[config.mk]
export PLATFORM = sky130hd
export DESIGN_NAME = erxf_rx_filter
export DESIGN_NICKNAME = d
export VERILOG_FILES = /design/src/erxf_rx_filter.v
export VERILOG_INCLUDE_DIRS = /design/src /design/src/include
export SDC_FILE = /design/constraint.sdc
export NUM_CORES = 1
export LEC_CHECK = 0
export BUFFER_PORTS_ARGS = -buffer_cell sky130_fd_sc_hd__buf_2
export CAP_MARGIN = 10
export CORE_UTILIZATION = 44
export DETAILED_ROUTE_END_ITERATION = 10
export HOLD_SLACK_MARGIN = 0.03
export PLACE_DENSITY = 0.83
export SYNTH_ARGS = -nofsm -noshare
export SYNTH_HDL_FRONTEND = slang
export SYNTH_SLANG_ARGS = --single-unit
[constraint.sdc]
create_clock -name clk -period 3.83 [get_ports clk]
set_clock_uncertainty 0.2 [all_clocks]
set_input_delay 0.1915 -clock clk [delete_from_list [all_inputs] [get_ports clk]]
set_output_delay 0.1915 -clock clk [all_outputs]
set_load 0.02 [all_outputs]
[src/include/erxf_defs.vh]
// Register offsets, field positions and reset values for the receive filter block
`ifndef ERXF_DEFS_VH
`define ERXF_DEFS_VH

// Register byte offsets
`define ERXF_OFS_MASK_SET   8'h00
`define ERXF_OFS_MASK_CLR   8'h04
`define ERXF_OFS_STAT_RAW   8'h08
`define ERXF_OFS_STAT_MSK   8'h0c
`define ERXF_OFS_IRQ_STAT   8'h10
`define ERXF_OFS_RX_CTRL    8'h14

// Interrupt enable / pending bit positions
`define ERXF_STATS_BIT      0
`define ERXF_HOST_BIT       1

// Receive frame handling control fields
`define ERXF_KEEP_FCS       30
`define ERXF_QOS_EN         29
`define ERXF_SINGLE_BUF     28
`define ERXF_COPY_CTRL      24
`define ERXF_COPY_SHORT     23
`define ERXF_COPY_ERR       22
`define ERXF_COPY_UNM       21
`define ERXF_PROM_CH_HI     18
`define ERXF_PROM_CH_LO     16
`define ERXF_BCAST_EN       13
`define ERXF_BCAST_CH_HI    10
`define ERXF_BCAST_CH_LO    8
`define ERXF_MCAST_EN       5
`define ERXF_MCAST_CH_HI    2
`define ERXF_MCAST_CH_LO    0
`define ERXF_RX_CTRL_WMASK  32'h71e72727

// Reset values
`define ERXF_RST_EN         2'h0
`define ERXF_RST_RX_CTRL    32'h00000000

// Frame check sequence length in bytes
`define ERXF_FCS_BYTES      16'h0004

`endif

[src/erxf_rx_filter.v]
// Receive frame filter controls, MAC interrupt enables and per-frame delivery decision
//
// Operation
// - Writing one to mask-clear bit 1 disables the host-error interrupt.
// - Writing one to mask-clear bit 0 disables the statistics interrupt.
// - Zeros written to mask-clear change nothing; reads return current enables.
// - All fields reset to zero: enables off, copy and pass options off.
// - Bit 30 clear strips FCS from length; set keeps FCS and counts it.
// - Bit 29 enables receive quality of service handling.
// - Bit 28 clear lets a frame span several consecutive buffers.
// - Bit 28 set puts each frame in one buffer, dropping overflow bytes.
// - Single-buffer mode reports full frame byte count, up to 65535.
// - Bit 24 set copies control frames to memory; clear filters them.
// - Pause frames act when pause handling enabled, regardless of copy bit.
// - Control frames copied by bit 24 carry control flag in last descriptor.
// - Bit 23 copies frames under 64 bytes with frag_flag/short_frame_flag flag.
// - Bit 22 copies errored frames with error flag; clear filters them.
// - Bit 21 sends unmatched frames to promiscuous channel, marked unmatched.
// - Bits 18-16 select promiscuous channel 0 to 7 in binary.
//
// Implementation choices: the strobed register port and the register offsets.
`timescale 1ns/10ps
`include "erxf_defs.vh"

module erxf_rx_filter #(
	parameter ADDR_W = 8,
	parameter LEN_W  = 16
) (
	// Clock and reset
	input  wire              clk,
	input  wire              rst,
	// Register port
	input  wire [ADDR_W-1:0] reg_addr,
	input  wire [31:0]       reg_wdata,
	input  wire              reg_wr,
	input  wire              reg_rd,
	output reg  [31:0]       reg_rdata,
	// Raw interrupt sources and pause handling enable from the MAC core
	input  wire              host_error_pending,
	input  wire              stats_pending,
	input  wire              pause_handling_en,
	// Interrupt
	output reg               irq,
	// Frame end report from the receive parser
	input  wire              fd_valid,
	input  wire              fd_is_ctrl,
	input  wire              fd_is_pause,
	input  wire              fd_short,
	input  wire              fd_error,
	input  wire              fd_addr_match,
	input  wire [2:0]        fd_match_ch,
	input  wire              fd_bcast,
	input  wire              fd_mcast_hit,
	input  wire [LEN_W-1:0]  fd_len,
	input  wire [LEN_W-1:0]  fd_buf_len,
	// Delivery decision toward the receive DMA
	output reg               fo_valid,
	output reg               fo_deliver,
	output reg  [2:0]        fo_channel,
	output reg  [LEN_W-1:0]  fo_pkt_len,
	output reg  [LEN_W-1:0]  fo_store_len,
	output reg               fo_ctrl_flag,
	output reg               fo_frag_flag,
	output reg               fo_short_flag,
	output reg               fo_err_flag,
	output reg               fo_unmatched_flag,
	output reg               fo_pause_act,
	// Static controls toward the DMA
	output reg               rx_qos_enable,
	output reg               single_buffer_frames,
	output reg               keep_fcs_enable
);

	reg  [1:0]       irq_en_r;
	reg  [1:0]       irq_en_nxt;
	reg  [1:0]       pend_d_r;
	reg  [1:0]       irq_stat_r;
	reg  [1:0]       irq_stat_nxt;
	reg  [31:0]      rx_ctrl_r;
	reg  [31:0]      rdata_nxt;
	wire [1:0]       pend;
	wire [1:0]       pend_rise;
	wire             hit_set;
	wire             hit_clr;
	wire             hit_ist;
	wire             hit_ctl;
	wire             wr_set;
	wire             wr_clr;
	wire             wr_ist;
	wire             wr_ctl;

	// Controls decoded from the frame handling register
	wire             copy_ctrl_frames_enable;
	wire             copy_short_frames_enable;
	wire             copy_errored_frames_enable;
	wire             copy_unmatched_frames_enable;
	wire [2:0]       promiscuous_channel_sel;
	wire             bcast_rx_enable;
	wire [2:0]       bcast_channel_sel;
	wire             mcast_rx_enable;
	wire [2:0]       mcast_channel_sel;

	// Frame decision terms
	reg              addr_ok;
	reg  [2:0]       chan;
	reg              pass;
	reg  [LEN_W-1:0] plen;
	reg  [LEN_W-1:0] slen;

	// Next values of the registered report and interrupt
	reg              deliver_nxt;
	reg              ctrl_flag_nxt;
	reg              frag_flag_nxt;
	reg              short_flag_nxt;
	reg              err_flag_nxt;
	reg              unm_flag_nxt;
	reg              pause_act_nxt;
	reg              irq_nxt;

	function wr_hit;
		input [ADDR_W-1:0] a;
		input [7:0]        ofs;
		begin
			wr_hit = (a == ofs[ADDR_W-1:0]);
		end
	endfunction

	// Descriptor length; stripping the FCS saturates so a runt never wraps
	function [LEN_W-1:0] desc_len;
		input [LEN_W-1:0] len;
		input             keep;
		begin
			if (keep)
				desc_len = len;
			else if (len > `ERXF_FCS_BYTES)
				desc_len = len - `ERXF_FCS_BYTES;
			else
				desc_len = {LEN_W{1'b0}};
		end
	endfunction

	// Bytes actually written; single-buffer mode cuts at the first buffer
	function [LEN_W-1:0] store_len;
		input [LEN_W-1:0] len;
		input [LEN_W-1:0] buf_len;
		input             one_buf;
		begin
			if (one_buf && len > buf_len)
				store_len = buf_len;
			else
				store_len = len;
		end
	endfunction

	assign hit_set = wr_hit(reg_addr, `ERXF_OFS_MASK_SET);
	assign hit_clr = wr_hit(reg_addr, `ERXF_OFS_MASK_CLR);
	assign hit_ist = wr_hit(reg_addr, `ERXF_OFS_IRQ_STAT);
	assign hit_ctl = wr_hit(reg_addr, `ERXF_OFS_RX_CTRL);

	assign wr_set = reg_wr & hit_set;
	assign wr_clr = reg_wr & hit_clr;
	assign wr_ist = reg_wr & hit_ist;
	assign wr_ctl = reg_wr & hit_ctl;

	assign pend = {host_error_pending, stats_pending};
	assign pend_rise = pend & ~pend_d_r;

	assign copy_ctrl_frames_enable      = rx_ctrl_r[`ERXF_COPY_CTRL];
	assign copy_short_frames_enable     = rx_ctrl_r[`ERXF_COPY_SHORT];
	assign copy_errored_frames_enable   = rx_ctrl_r[`ERXF_COPY_ERR];
	assign copy_unmatched_frames_enable = rx_ctrl_r[`ERXF_COPY_UNM];
	assign promiscuous_channel_sel      = rx_ctrl_r[`ERXF_PROM_CH_HI:`ERXF_PROM_CH_LO];
	assign bcast_rx_enable              = rx_ctrl_r[`ERXF_BCAST_EN];
	assign bcast_channel_sel            = rx_ctrl_r[`ERXF_BCAST_CH_HI:`ERXF_BCAST_CH_LO];
	assign mcast_rx_enable              = rx_ctrl_r[`ERXF_MCAST_EN];
	assign mcast_channel_sel            = rx_ctrl_r[`ERXF_MCAST_CH_HI:`ERXF_MCAST_CH_LO];

	// Interrupt enables: set side and clear side share one flop pair
	always @* begin
		irq_en_nxt = irq_en_r;
		if (wr_set)
			irq_en_nxt = irq_en_r | reg_wdata[1:0];
		if (wr_clr) begin
			irq_en_nxt[`ERXF_HOST_BIT]  = irq_en_r[`ERXF_HOST_BIT] & ~reg_wdata[`ERXF_HOST_BIT];
			irq_en_nxt[`ERXF_STATS_BIT] = irq_en_r[`ERXF_STATS_BIT] & ~reg_wdata[`ERXF_STATS_BIT];
		end
	end

	// Sticky event bits; a new event beats a simultaneous clear
	always @* begin
		irq_stat_nxt = irq_stat_r;
		if (wr_ist)
			irq_stat_nxt = irq_stat_r & ~reg_wdata[1:0];
		irq_stat_nxt = irq_stat_nxt | pend_rise;
	end

	// Read mux; unmapped offsets and reserved bits read zero
	always @* begin
		rdata_nxt = 32'h00000000;
		case (reg_addr)
			`ERXF_OFS_MASK_SET: rdata_nxt[1:0] = irq_en_r;
			`ERXF_OFS_MASK_CLR: rdata_nxt[1:0] = irq_en_r;
			`ERXF_OFS_STAT_RAW: rdata_nxt[1:0] = pend;
			`ERXF_OFS_STAT_MSK: rdata_nxt[1:0] = pend & irq_en_r;
			`ERXF_OFS_IRQ_STAT: rdata_nxt[1:0] = irq_stat_r;
			`ERXF_OFS_RX_CTRL:  rdata_nxt = rx_ctrl_r;
			default:            rdata_nxt = 32'h00000000;
		endcase
	end

	// Frame delivery decision
	always @* begin
		addr_ok = 1'b1;
		chan    = fd_match_ch;
		if (fd_addr_match)
			chan = fd_match_ch;
		else if (fd_bcast && bcast_rx_enable)
			chan = bcast_channel_sel;
		else if (fd_mcast_hit && mcast_rx_enable)
			chan = mcast_channel_sel;
		else begin
			addr_ok = 1'b0;
			chan    = promiscuous_channel_sel;
		end
		pass = (addr_ok || copy_unmatched_frames_enable)
			&& (!fd_is_ctrl || copy_ctrl_frames_enable)
			&& (!fd_short || copy_short_frames_enable)
			&& (!fd_error || copy_errored_frames_enable);
		plen = desc_len(fd_len, keep_fcs_enable);
		slen = store_len(plen, fd_buf_len, single_buffer_frames);
	end

	// Descriptor flags only ever accompany a delivered frame
	always @* begin
		deliver_nxt    = fd_valid & pass;
		ctrl_flag_nxt  = deliver_nxt & fd_is_ctrl;
		frag_flag_nxt  = deliver_nxt & fd_short & fd_error;
		short_flag_nxt = deliver_nxt & fd_short & ~fd_error;
		err_flag_nxt   = deliver_nxt & fd_error;
		unm_flag_nxt   = deliver_nxt & ~addr_ok;
		pause_act_nxt  = fd_valid & fd_is_pause & pause_handling_en;
		irq_nxt        = |(irq_stat_r & irq_en_r);
	end

	// Register file, read port and interrupt
	always @(posedge clk or posedge rst) begin
		if (rst) begin
			irq_en_r   <= `ERXF_RST_EN;
			rx_ctrl_r  <= `ERXF_RST_RX_CTRL;
			pend_d_r   <= 2'h0;
			irq_stat_r <= 2'h0;
			irq        <= 1'b0;
			reg_rdata  <= 32'h00000000;
		end else begin
			irq_en_r   <= irq_en_nxt;
			pend_d_r   <= pend;
			irq_stat_r <= irq_stat_nxt;
			irq        <= irq_nxt;
			reg_rdata  <= reg_rd ? rdata_nxt : 32'h00000000;
			if (wr_ctl)
				rx_ctrl_r <= reg_wdata & `ERXF_RX_CTRL_WMASK;
		end
	end

	// Mirrored as flops so the DMA sees stable levels
	always @(posedge clk or posedge rst) begin
		if (rst) begin
			rx_qos_enable        <= 1'b0;
			single_buffer_frames <= 1'b0;
			keep_fcs_enable      <= 1'b0;
		end else begin
			rx_qos_enable        <= rx_ctrl_r[`ERXF_QOS_EN];
			single_buffer_frames <= rx_ctrl_r[`ERXF_SINGLE_BUF];
			keep_fcs_enable      <= rx_ctrl_r[`ERXF_KEEP_FCS];
		end
	end

	// One report per frame end; controls changed mid-frame are not guarded
	always @(posedge clk or posedge rst) begin
		if (rst) begin
			fo_valid          <= 1'b0;
			fo_deliver        <= 1'b0;
			fo_channel        <= 3'h0;
			fo_pkt_len        <= {LEN_W{1'b0}};
			fo_store_len      <= {LEN_W{1'b0}};
			fo_ctrl_flag      <= 1'b0;
			fo_frag_flag      <= 1'b0;
			fo_short_flag     <= 1'b0;
			fo_err_flag       <= 1'b0;
			fo_unmatched_flag <= 1'b0;
			fo_pause_act      <= 1'b0;
		end else begin
			fo_valid          <= fd_valid;
			fo_deliver        <= deliver_nxt;
			fo_channel        <= chan;
			fo_pkt_len        <= plen;
			fo_store_len      <= slen;
			fo_ctrl_flag      <= ctrl_flag_nxt;
			fo_frag_flag      <= frag_flag_nxt;
			fo_short_flag     <= short_flag_nxt;
			fo_err_flag       <= err_flag_nxt;
			fo_unmatched_flag <= unm_flag_nxt;
			fo_pause_act      <= pause_act_nxt;
		end
	end

endmodule // erxf_rx_filter

# After elaboration in Yosys (flattened, before gate mapping)
# Index checks and enable logic that the tools add are counted.
[word_totals]
register_bits = 103
latchBits = 0
mem_bits_rw = 0
romBits = 0
in_bits = 90
out_inout_bits = 79
wordCells = 87
mem_count = 0
[classes]
add_sub_neg = 1
multipliers = 0
div = 0
n_lt_le_gt_ge = 2
n_eq_ne = 5
shift = 0
muxes = 15
bitwise_logic = 27
reduce_logical = 17
[ops]
columns = ["op", "n"]
rows = [
  ["16-bit 2-to-1 mux", 3],
  ["32-bit 2-to-1 mux", 1],
  ["29-bit 2-to-1 mux", 1],
  ["8-bit by 4-bit equality test with 1-bit output (second input constant)", 2],
  ["8-bit by 5-bit equality test with 1-bit output (second input constant)", 2],
  ["16-bit greater-than comparator", 1],
  ["16-bit by 3-bit greater-than comparator with 1-bit output (second input constant)", 1],
  ["16-bit by 3-bit subtractor with 16-bit output (second input constant)", 1],
  ["1-bit AND", 15],
  ["2-bit case mux with 5 select lines", 1],
  ["3-bit 2-to-1 mux", 3],
  ["2-bit AND", 4],
  ["8-bit by 3-bit equality test with 1-bit output (second input constant)", 1],
  ["8-bit zero test", 1],
  ["1-bit logical AND", 6],
  ["2-bit 2-to-1 mux", 3],
  ["1-bit logical OR", 4],
  ["1-bit inverter", 4],
  ["2-bit inverter", 2],
  ["2-bit OR", 2],
  ["2-bit OR reduction", 2],
  ["1-bit zero test", 3],
  ["1-bit 2-to-1 mux", 3],
  ["2-bit nonzero test", 1],
]

# Logic depth before layout (Yosys ltp)
# Gate-level depths: netlist of run 1.
[depth]
depth_word = 11
depth_mapped = 14
depth_no_buf = 12

# Worst setup path before layout of run 1
# Ideal clock, no wire load.
[synth_timing]
path_type = "register -> register"
from = "register keep_fcs_enable"
to = "register fo_store_len[10]"
setup_time_ns = 0.125
arrival_ns = 3.502
t_required_ns = 3.505
setup_slack_ns = 0.003
path_stages_with_launch = 13
n_path_buf = 2
synth_period_minus_slack_ns = 3.827
path_cell_list = "dfrtp_1 clkbuf_1 nor4_4 nand2_1 or4_1 a21oi_1 ha_1 nand4_1 or4_1 a21o_1 a31oi_4 buf_12 mux2_4"
[synth_between]
elab_chain_len = 4
[synth_lines]
columns = ["element", "line_no", "rtl"]
rows = [
  ["from (decl)", "erxf_rx_filter.v:71", "output reg keep_fcs_enable"],
  ["from (signal assigned)", "erxf_rx_filter.v:274", "keep_fcs_enable <= rx_ctrl_r[`ERXF_KEEP_FCS];"],
  ["16-bit 2-to-1 mux", "erxf_rx_filter.v:133", "if (keep)"],
  ["named net plen[14]", "erxf_rx_filter.v:107", "reg [LEN_W-1:0] plen;"],
  ["16-bit greater-than comparator", "erxf_rx_filter.v:148", "if (one_buf && len > buf_len)"],
  ["1-bit logical AND", "erxf_rx_filter.v:148", ""],
  ["16-bit 2-to-1 mux", "erxf_rx_filter.v:148", ""],
  ["named net slen[10]", "erxf_rx_filter.v:108", "reg [LEN_W-1:0] slen;"],
  ["to (signal assigned)", "erxf_rx_filter.v:285", "fo_store_len <= {LEN_W{1'b0}};"],
  ["to (signal assigned)", "erxf_rx_filter.v:297", "fo_store_len <= slen;"],
  ["to (decl)", "erxf_rx_filter.v:61", "output reg [LEN_W-1:0] fo_store_len,"],
]
# The timed path passes the listed nets, and every way through them passes these cells.
# A chain may end at the register's enable or synchronous reset.

# Worst setup path in the final report of run 1
[layout_timing]
from = "input fd_len[0]"
to = "register fo_store_len[4]"
[layout_between]
elab_chain_len = 6
elab_cells_between_ends = 7
classes_between = "add/sub: 1; order compare: 2; mux: 3; reduce/logical: 1"
[layout_lines]
columns = ["element", "line_no", "rtl"]
rows = [
  ["from (decl)", "erxf_rx_filter.v:54", "input wire [LEN_W-1:0] fd_len,"],
  ["16-bit by 3-bit subtractor with 16-bit output (no source line) or 16-bit by 3-bit greater-than comparator with 1-bit output (tied branches)", "--", ""],
  ["16-bit 2-to-1 mux (*)", "erxf_rx_filter.v:135", "else if (len > `ERXF_FCS_BYTES)"],
  ["16-bit 2-to-1 mux (*)", "erxf_rx_filter.v:133", ""],
  ["named net plen[11]", "erxf_rx_filter.v:107", ""],
  ["16-bit greater-than comparator (*)", "erxf_rx_filter.v:148", ""],
  ["1-bit logical AND (*)", "erxf_rx_filter.v:148", ""],
  ["16-bit 2-to-1 mux (*)", "erxf_rx_filter.v:148", ""],
  ["named net slen[4]", "erxf_rx_filter.v:108", ""],
]
# The timed path passes the listed nets; every way through them passes the cells marked *.

==> run summary, run 1 <==
The run finished with clean final reports. In this run, synthesis inferred 0 flip-flops with an integrated enable. Data on the critical path arrives at its endpoint at 3.85 ns. After clock tree synthesis, the clock-pin slew on the worst setup and hold paths is roughly 0.09 ns. Combinational logic burns 16.9% of the power. The worst path uses roughly 100% of the clock period. For this run, the register share of the synthesized area comes to 53.9%. The count of pins over their slew limit was 0.

The global routing usage summed across all routing layers came out at 22.7%. The number of clock sinks seen by CTS came out at 89. The number of iterations in the first detailed-routing pass is 4.

The remaining antenna violation count is 0. The fraction of power spent switching nets came out at 27.2%. The floorplan has 34 rows. By startpoint and endpoint, the worst setup path is classified as in2reg. For this run, design rule violations remaining after detail routing come to 0. The final period demand of the worst path is between 3 and 4 ns. The portion of synthesized cell area occupied by the leading cell type is 53.9%. Of the post-synthesis cell area, the part taken by muxes is 11.1%. The wire length of the first global-routing pass came out at 17.1 mm. The die covers around 0.01 mm2. The top fanout value on the critical path is 8. Walking the worst path, the cells encountered are dlygate4sd3_1 > buf_2 > nor3b_2 > o21ai_2 > nor3_4 > buf_4 > nor2_1 > ha_1 > nand4_1 > or4_4 > a21o_1 > a31oi_4 > buf_12 > mux2_2. The share of flip-flops with an asynchronous set or reset came out at between 90% and 100%. The analysis attributes to net switching a power of approximately 0.00054 W. The portion of total power attributed to sequential cells is about half. The number of warnings reported in the yosys synthesis log came out at 0. The most common cell in the synthesized netlist is sky130_fd_sc_hd__dfrtp_1. The top cell family by delay on the critical path is simple AND/OR/NAND/NOR gates.

The final count of hold timing violations came out at 0. The cell count after synthesis came out at approximately 360. The filler cell count in the final layout came out at 632. The part of the power in the clock network came out at 33.0%. The via density per instance is 5.10.

The number of antenna violations at the first check in global routing is 0. The H-tree was split into 3 levels. The routability congestion estimate from global placement came out at about 0.83.

The fraction of final layout cells sized beyond drive strength 1 is approximately 36%. Summed over all cells, the static leakage comes to ~3.1 nW. Data on the critical path is required at its endpoint by ~3.9 ns.

Headroom to the max-slew limit came out at approximately two fifths. The via count of the first global-routing pass came to approximately 3600. The core occupancy in the finished layout came out at approximately 66%. The root buffer cell is sky130_fd_sc_hd__clkbuf_8. The clock insertion delay at the later pin of the skew report came out at about 0.34 ns. Detailed placement ended at an HPWL of slightly below 7 mm.

The total number of vias came out at around 3500. The number of buffers inserted by port buffering is 140. The power density over the cells is about 340 mW/mm2.

The number of flip-flops and latches in the synthesized netlist came out at ~90. Relative to the synthesized area, the layout overhead comes to 42.9%. The fraction of the mapped netlist area in adder cells came out at 5.45%. The internal power of the cells totals 0.00144 W.

By count the netlist is led by sky130_fd_sc_hd__dfrtp_1 (89), sky130_fd_sc_hd__nand2_1 (28), sky130_fd_sc_hd__inv_1 (25). The post-detailed-routing wire length came out at approximately 11 mm. Of the total synthesized cell area, the portion taken by AND, OR, NAND and NOR gates is between 10% and 20%. The number of maximum-capacitance violations is 0.

Of the total synthesized cell area, the portion taken by XOR and XNOR cells is 1.48%. In this run the worst hold path is classified as in2reg. The slowest stage of the critical path is the sky130_fd_sc_hd__or4_4 cell. The die is 98.9 um tall. By area, the combinational part of the netlist is dominated by simple AND/OR/NAND/NOR gates. The count of buffer and inverter cells on the critical path is 4. The cell type with the largest total area after synthesis is sky130_fd_sc_hd__dfrtp_1. Summing every instance area after synthesis gives 0.00413 mm2. Timing would allow up to 0.262 GHz.

After detailed placement, the total cell area comes to ~0.0049 mm2. The maximum clock path buffer count came out at 2. Entering global routing, the biggest net connects 52 pins. In the post-synthesis netlist, the biggest area contributors are sky130_fd_sc_hd__dfrtp_1 (54%), sky130_fd_sc_hd__mux2_2 (6.3%), sky130_fd_sc_hd__ha_1 (5.4%). For this run, the leading register cell type out of synthesis is sky130_fd_sc_hd__dfrtp_1. The number of I/O pins is ~170. TritonCTS built the clock tree. STA classifies the critical path endpoint as a flop. The width of the die came out at ~100 um.

At the pin with the least slew margin, the transition time is 0.895 ns. TritonCTS created 9 clock buffers. The number of library cell types mapped by synthesis is 44. The peak supply drop is roughly 0.23 mV.

The number of diodes added for antenna fixing came out at 0. The mean cell area of the mapped netlist came out at 11.6 um2. The startpoint type of the worst setup path is an input port. Once the floorplan was initialized, standard cells occupied a little under half of the core. After the last flow step, the layout net total stands at slightly below 700. Setup violations remaining at the end of the flow were counted as 0.

Dividing the detail-routed wire length by the instance count gives around 16 um. The share of the synthesized area in compound gates (AO/OA/AOI/OAI) is just over 7%. The count of routing violations after the opening detailed-route iteration is around 200. After global routing the overflow that remains totals 0. After routing the design area is between 0.005 and 0.006 mm2. The total area inside the core boundary comes to 0.00889 mm2. In this design, the stage delay of the slowest critical-path cell is 0.57 ns.
==> cells in the final DEF, fill, tap and decap left out, drive strengths merged, types with 4 or more instances in the layout <==
| master | count |
|---|---|
| nand2 | 28 |
| mux2 | 33 |
| and3 | 4 |
| ha | 18 |
| nand4 | 5 |
| nand3 | 7 |
| o21ai | 14 |
| dfrtp | 89 |
| nor2 | 19 |
| nor4 | 5 |
| xor2 | 7 |
| dlygate4sd3 | 68 |
| inv | 26 |
| mux2i | 5 |
| a21oi | 16 |
| clkbuf | 11 |
| nor2b | 6 |
| buf | 155 |
| and2 | 18 |
| nand2b | 6 |
| conb | 14 |
==> metrics by stage <==
step / setup WS, ns / hold slack, ns / TNS, ns / total power [W] / instances
final: 0.00932 / 0.0594 / 0 / 0.00198 / 694
after global routing: -0.0518 / 0.0446 / -0.502 / 0.00207 / 694
after floorplan: 0.00333 / 0.0229 / 0 / 0.00118 / 369
after global placement: 0.0302 / 0.0911 / 0 / 0.00127 / 605
after detailed placement: -0.0215 / 0.0995 / -0.0960 / 0.00128 / 605
after CTS: 0.0476 / 0.0330 / 0 / 0.00199 / 689
==> registers in the layout, summed over array words and instances (netlist names), named ones only <==
name,count
fo_channel,3
fo_deliver,1
pend_d_r,2
rx_qos_enable,1
reg_rdata,18
single_buffer_frames,1
fo_store_len,16
fo_pkt_len,16
irq_stat_r,2
fo_unmatched_flag,1
keep_fcs_enable,1
rx_ctrl_r,18
fo_err_flag,1
fo_ctrl_flag,1
irq,1
fo_short_flag,1
fo_pause_act,1
fo_frag_flag,1
fo_valid,1
==> layer usage <==
| metal | up-vias | track usage (%) | wire length, um |
|---|---|---|---|
| met4 | 0 | 11.8 | 498 |
| met2 | 169 | 39.0 | 5520 |
| met1 | 1693 | 27.1 | 4380 |
| met5 | - | 0 | 0 |
| li1 | 1633 | - | - |
| met3 | 42 | 4.26 | 517 |
==> area by class of cell <==
cell class / instances / area [um2] / area share (%)
Sequential cell: 89 / 2230 / 37.7
Inverter: 25 / 95.1 / 1.61
Tap cell: 108 / 135 / 2.29
Clock inverter: 6 / 75.1 / 1.27
Timing Repair Buffer: 224 / 1530 / 25.9
Multi-Input combinational cell: 232 / 1720 / 29.1
Clock buffer: 10 / 128 / 2.16
==> power by group through the flow <==
| stage | clock, W | combinational (W) | sequential [W] |
|---|---|---|---|
| 2_1_floorplan | 0 | 0.000137 | 0.00104 |
| 3_3_place_gp | 0 | 0.000264 | 0.00101 |
| 4_1_cts | 0.000674 | 0.000324 | 0.000992 |
| 5_1_grt | 0.000714 | 0.000363 | 0.000997 |
| 3_5_place_dp | 0 | 0.000271 | 0.00101 |
| 6_report | 0.000653 | 0.000335 | 0.000993 |
==> final timing paths <==
check / from / endpoint / slack [ns] / cells past startpoint
setup / recovery: fd_len[0] / fo_store_len[4] / 0.009 / 14
hold / removal: fd_len[12] / fo_pkt_len[12] / 0.06 / 3
setup reg to reg: keep_fcs_enable / fo_store_len[4] / 0.19 / 11
hold reg to reg: rx_ctrl_r[29] / rx_qos_enable / 0.19 / 0
max in group asynchronous: rst / rx_ctrl_r[30] / 2.12 / 4
min in group asynchronous: rst / reg_rdata[29] / 0.26 / 3
==> logic make-up (layout without fill, tap and decap cells) <==
family                     Yosys count  after routing
AOI/OAI and AO/OA                   46             46
xor gates and xnor gates             7              7
adders and majority gates           18             18
buffers and inverters               48            265
DFF                                 89             89
muxes                               38             38
other                                1             14
and+or+nand+nor                    109            109
==> worst reg2reg max path: cells and delay by family, from the launching register on <==
kind / cells / cell delay, ns
simple gates: 5 / 1.51
compound gates: 3 / 0.68
fa+ha+maj: 1 / 0.19
buf+inv: 1 / 0.18
flops: 1 / 0.43
mux: 1 / 0.34
==> timing repair <==
action / CTS / global route
hold buffers: 68 / 0
setup buffers: 0 / 3
setup endpoints to repair: 0 / 16
resized for setup: 0 / 7
endpoints found under the hold margin: 100 / 0
Note: power is estimated with default switching activity, not from simulation.
==> inputs of run 2 (changes only) <==
Settings changed: CORE_UTILIZATION 44 to 45, PLACE_DENSITY 0.83 to 0.81.
Clock period 3.83 ns to 4.3 ns, I/O delays scaled along.
==> run 2 against run 1 <==
- the run now ends with design-rule violations left
- global-route usage is 0.20 points lower
- utilization is 0.82 points lower
- wire length is 5.1% lower
- sequential power is 11% lower
- highest routed layer unchanged
- combinational power is 14% lower
- critical path type unchanged
- first-iteration DRC count is 57% lower
- critical endpoint is now fo_store_len[0]
- register-to-register slack better by 0.34 ns
- via count is 2.9% lower
- final area is 2.2% lower
- total power is 11% lower
==> run summary, run 2 (synthesis results as in run 1) <==
The flow ran to the end, but the final reports show violations. The final reports fail on design-rule violations. The final count of hold timing violations was 0.

The number of design rule violations left after detail routing came out at 16. Using the TritonRoute via totals, the vias-per-cell ratio works out to slightly above 5. The standby leakage power came out at 2.98 nW. The final route contains 3436 vias. The overall power of the completed layout is approximately 0.0018 W. The global routing usage summed across all routing layers is between 20% and 30%. The fraction of final layout cells sized beyond drive strength 1 came out at between 30% and 40%. The power density over the cells came out at 304 mW/mm2.

The post-detailed-routing wire length is approximately 10 mm. The relative max-transition margin came out at approximately two fifths. At the later pin of the worst-skew pair, clock insertion delay measures about 0.36 ns. The core footprint is around 0.0088 mm2. The count of routing violations after the opening detailed-route iteration came out at 86. The initial core utilization is around 47%. The worst path uses 94.8% of the clock period. The total overflow reported by the global router is 0.

No sink is reached through more buffers than the 2 on the longest clock path. Max-cap violations in this run came to 0. The worst setup path is launched from an input port. The via count of the first global-routing pass is roughly 3500. Leaving out fill and tap cells, the most frequent cells in the layout are sky130_fd_sc_hd__buf_2 (140), sky130_fd_sc_hd__dfrtp_1 (89), sky130_fd_sc_hd__dlygate4sd3_1 (67). The final routed wire length divided by cell count is around 15 um. At the worst endpoint, the arrival time is a little over 4 ns. Leaving out fill and tap cells, the most frequent cell in the layout is sky130_fd_sc_hd__buf_2. The worst hold path class is in2reg. The number of antenna violations at the first check in global routing came out at 0.

The top fanout value on the critical path came out at 16. The y dimension of the die came out at approximately 98 um. For the pin with the worst max-slew slack, the measured transition is ~0.9 ns. The number of buffers inserted by port buffering is 140.

The peak supply drop is roughly 0.17 mV. The worst setup path is captured at a flop. The row count is 34. The number of diodes added for antenna fixing is 0.

The number of clock buffers added by TritonCTS is 9. The width of the die is 97.8 um. The number of clock sinks seen by CTS came out at slightly below 90. The wire length of the first global-routing pass came out at about 17 mm.

The maximum number of pins on one net before global-route repair came out at 52. Derived from the worst setup path, the maximum achievable clock frequency is 0.245 GHz. For the finished layout, the period the worst path requires is between 4 and 5 ns. The area growth from synthesis to layout is 39.8%.

The routability congestion estimate from global placement is 0.828. The clock-pin transition on the worst setup and hold timing paths is ~0.09 ns. The die area came out at roughly 0.0096 mm2. The count of pins over their slew limit is 0. The level count of the clock H-tree came out at 3.

The number of setup violations in the final report is 0. In the final timing run, aggregate negative setup slack is 0 ns. TritonCTS built the clock tree. In the final layout, the registers with the most flip-flops are reg_rdata x18, rx_ctrl_r x18. The number of nets at the end of the flow is approximately 680. CTS placed an instance of sky130_fd_sc_hd__clkbuf_8 at the clock tree root. The number of iterations in the first detailed-routing pass is 7. The required arrival time at the worst endpoint came out at about 4.3 ns. Setup repair after global routing left no endpoint under its margin. Once detail routing completed, the nets flagged for antenna violations numbered 0. The kind of critical path is in2reg. The placed wire-length estimate after detailed placement is ~6.8 mm. The number of I/O pins came out at 169.
run 2: layout make-up:
class                   instances  area (um2)
fillers                       684        3030
flip-flops and latches         89        2230
multi-input cells             232        1700
repair buffers                213        1420
well taps                     108         135
clock buffers                  10         128
inverters                      25        95.1
clock inverters                 6        73.8
run 2: per-stage QoR:
step	instances	setup WS (ns)	utilization [%]	hold slack [ns]	area, um2
detailed placement	600	0.313	55.6	0.153	4900
floorplan	369	0.473	-	0.0464	4180
global placement	600	0.348	55.6	0.154	4900
finish	683	0.223	65.6	0.0615	5780
CTS	683	0.147	65.5	0.0304	5770
global route	683	0.00173	65.6	0.0532	5780
run 2: report_power, final:
part           switching, W  internal (W)  total [W]
registers         0.0000166      0.000869   0.000886
logic              0.000155      0.000132   0.000287
clock network      0.000309      0.000276   0.000586
run 2: repair_timing:
item | CTS | global route
setup buffers | 0 | 0
endpoints found under the setup margin | 0 | 16
resized for setup | 0 | 2
hold buffers | 67 | 0
hold endpoints to repair | 110 | 0
run 2: layer usage:
layer	GRT usage (%)	share of wire [%]	up-vias	wire length (um)
li1	-	-	1626	-
met1	27.0	41	1645	4280
met2	38.2	50	124	5220
met3	3.44	3.8	41	396
met4	13.8	4.5	0	464
met5	0	0	-	0
run 2: critical path, stage by stage:
cell and delay (ns):
sky130_fd_sc_hd__dlygate4sd3_1 0.56, sky130_fd_sc_hd__buf_2 0.16, sky130_fd_sc_hd__inv_1 0.08, sky130_fd_sc_hd__ha_1 0.31, sky130_fd_sc_hd__o21ai_0 0.23, sky130_fd_sc_hd__nor3_2 0.23, sky130_fd_sc_hd__buf_4 0.21, sky130_fd_sc_hd__a21oi_1 0.09
sky130_fd_sc_hd__ha_1 0.33, sky130_fd_sc_hd__nand4_1 0.14, sky130_fd_sc_hd__or4_1 0.59, sky130_fd_sc_hd__a21o_1 0.21, sky130_fd_sc_hd__a31oi_4 0.16, sky130_fd_sc_hd__buf_6 0.24, sky130_fd_sc_hd__mux2_2 0.36
run 2: final timing paths:
path / start / endpoint / slack, ns / depth (start not counted)
max in group asynchronous: rst / fo_pkt_len[6] / 2.55 / 4
min in group asynchronous: rst / fo_valid / 0.34 / 3
setup / recovery: fd_len[3] / fo_store_len[0] / 0.22 / 15
setup reg to reg: keep_fcs_enable / fo_store_len[0] / 0.53 / 11
hold / removal: fd_len[2] / fo_pkt_len[2] / 0.06 / 2
hold reg to reg: rx_ctrl_r[29] / rx_qos_enable / 0.20 / 0
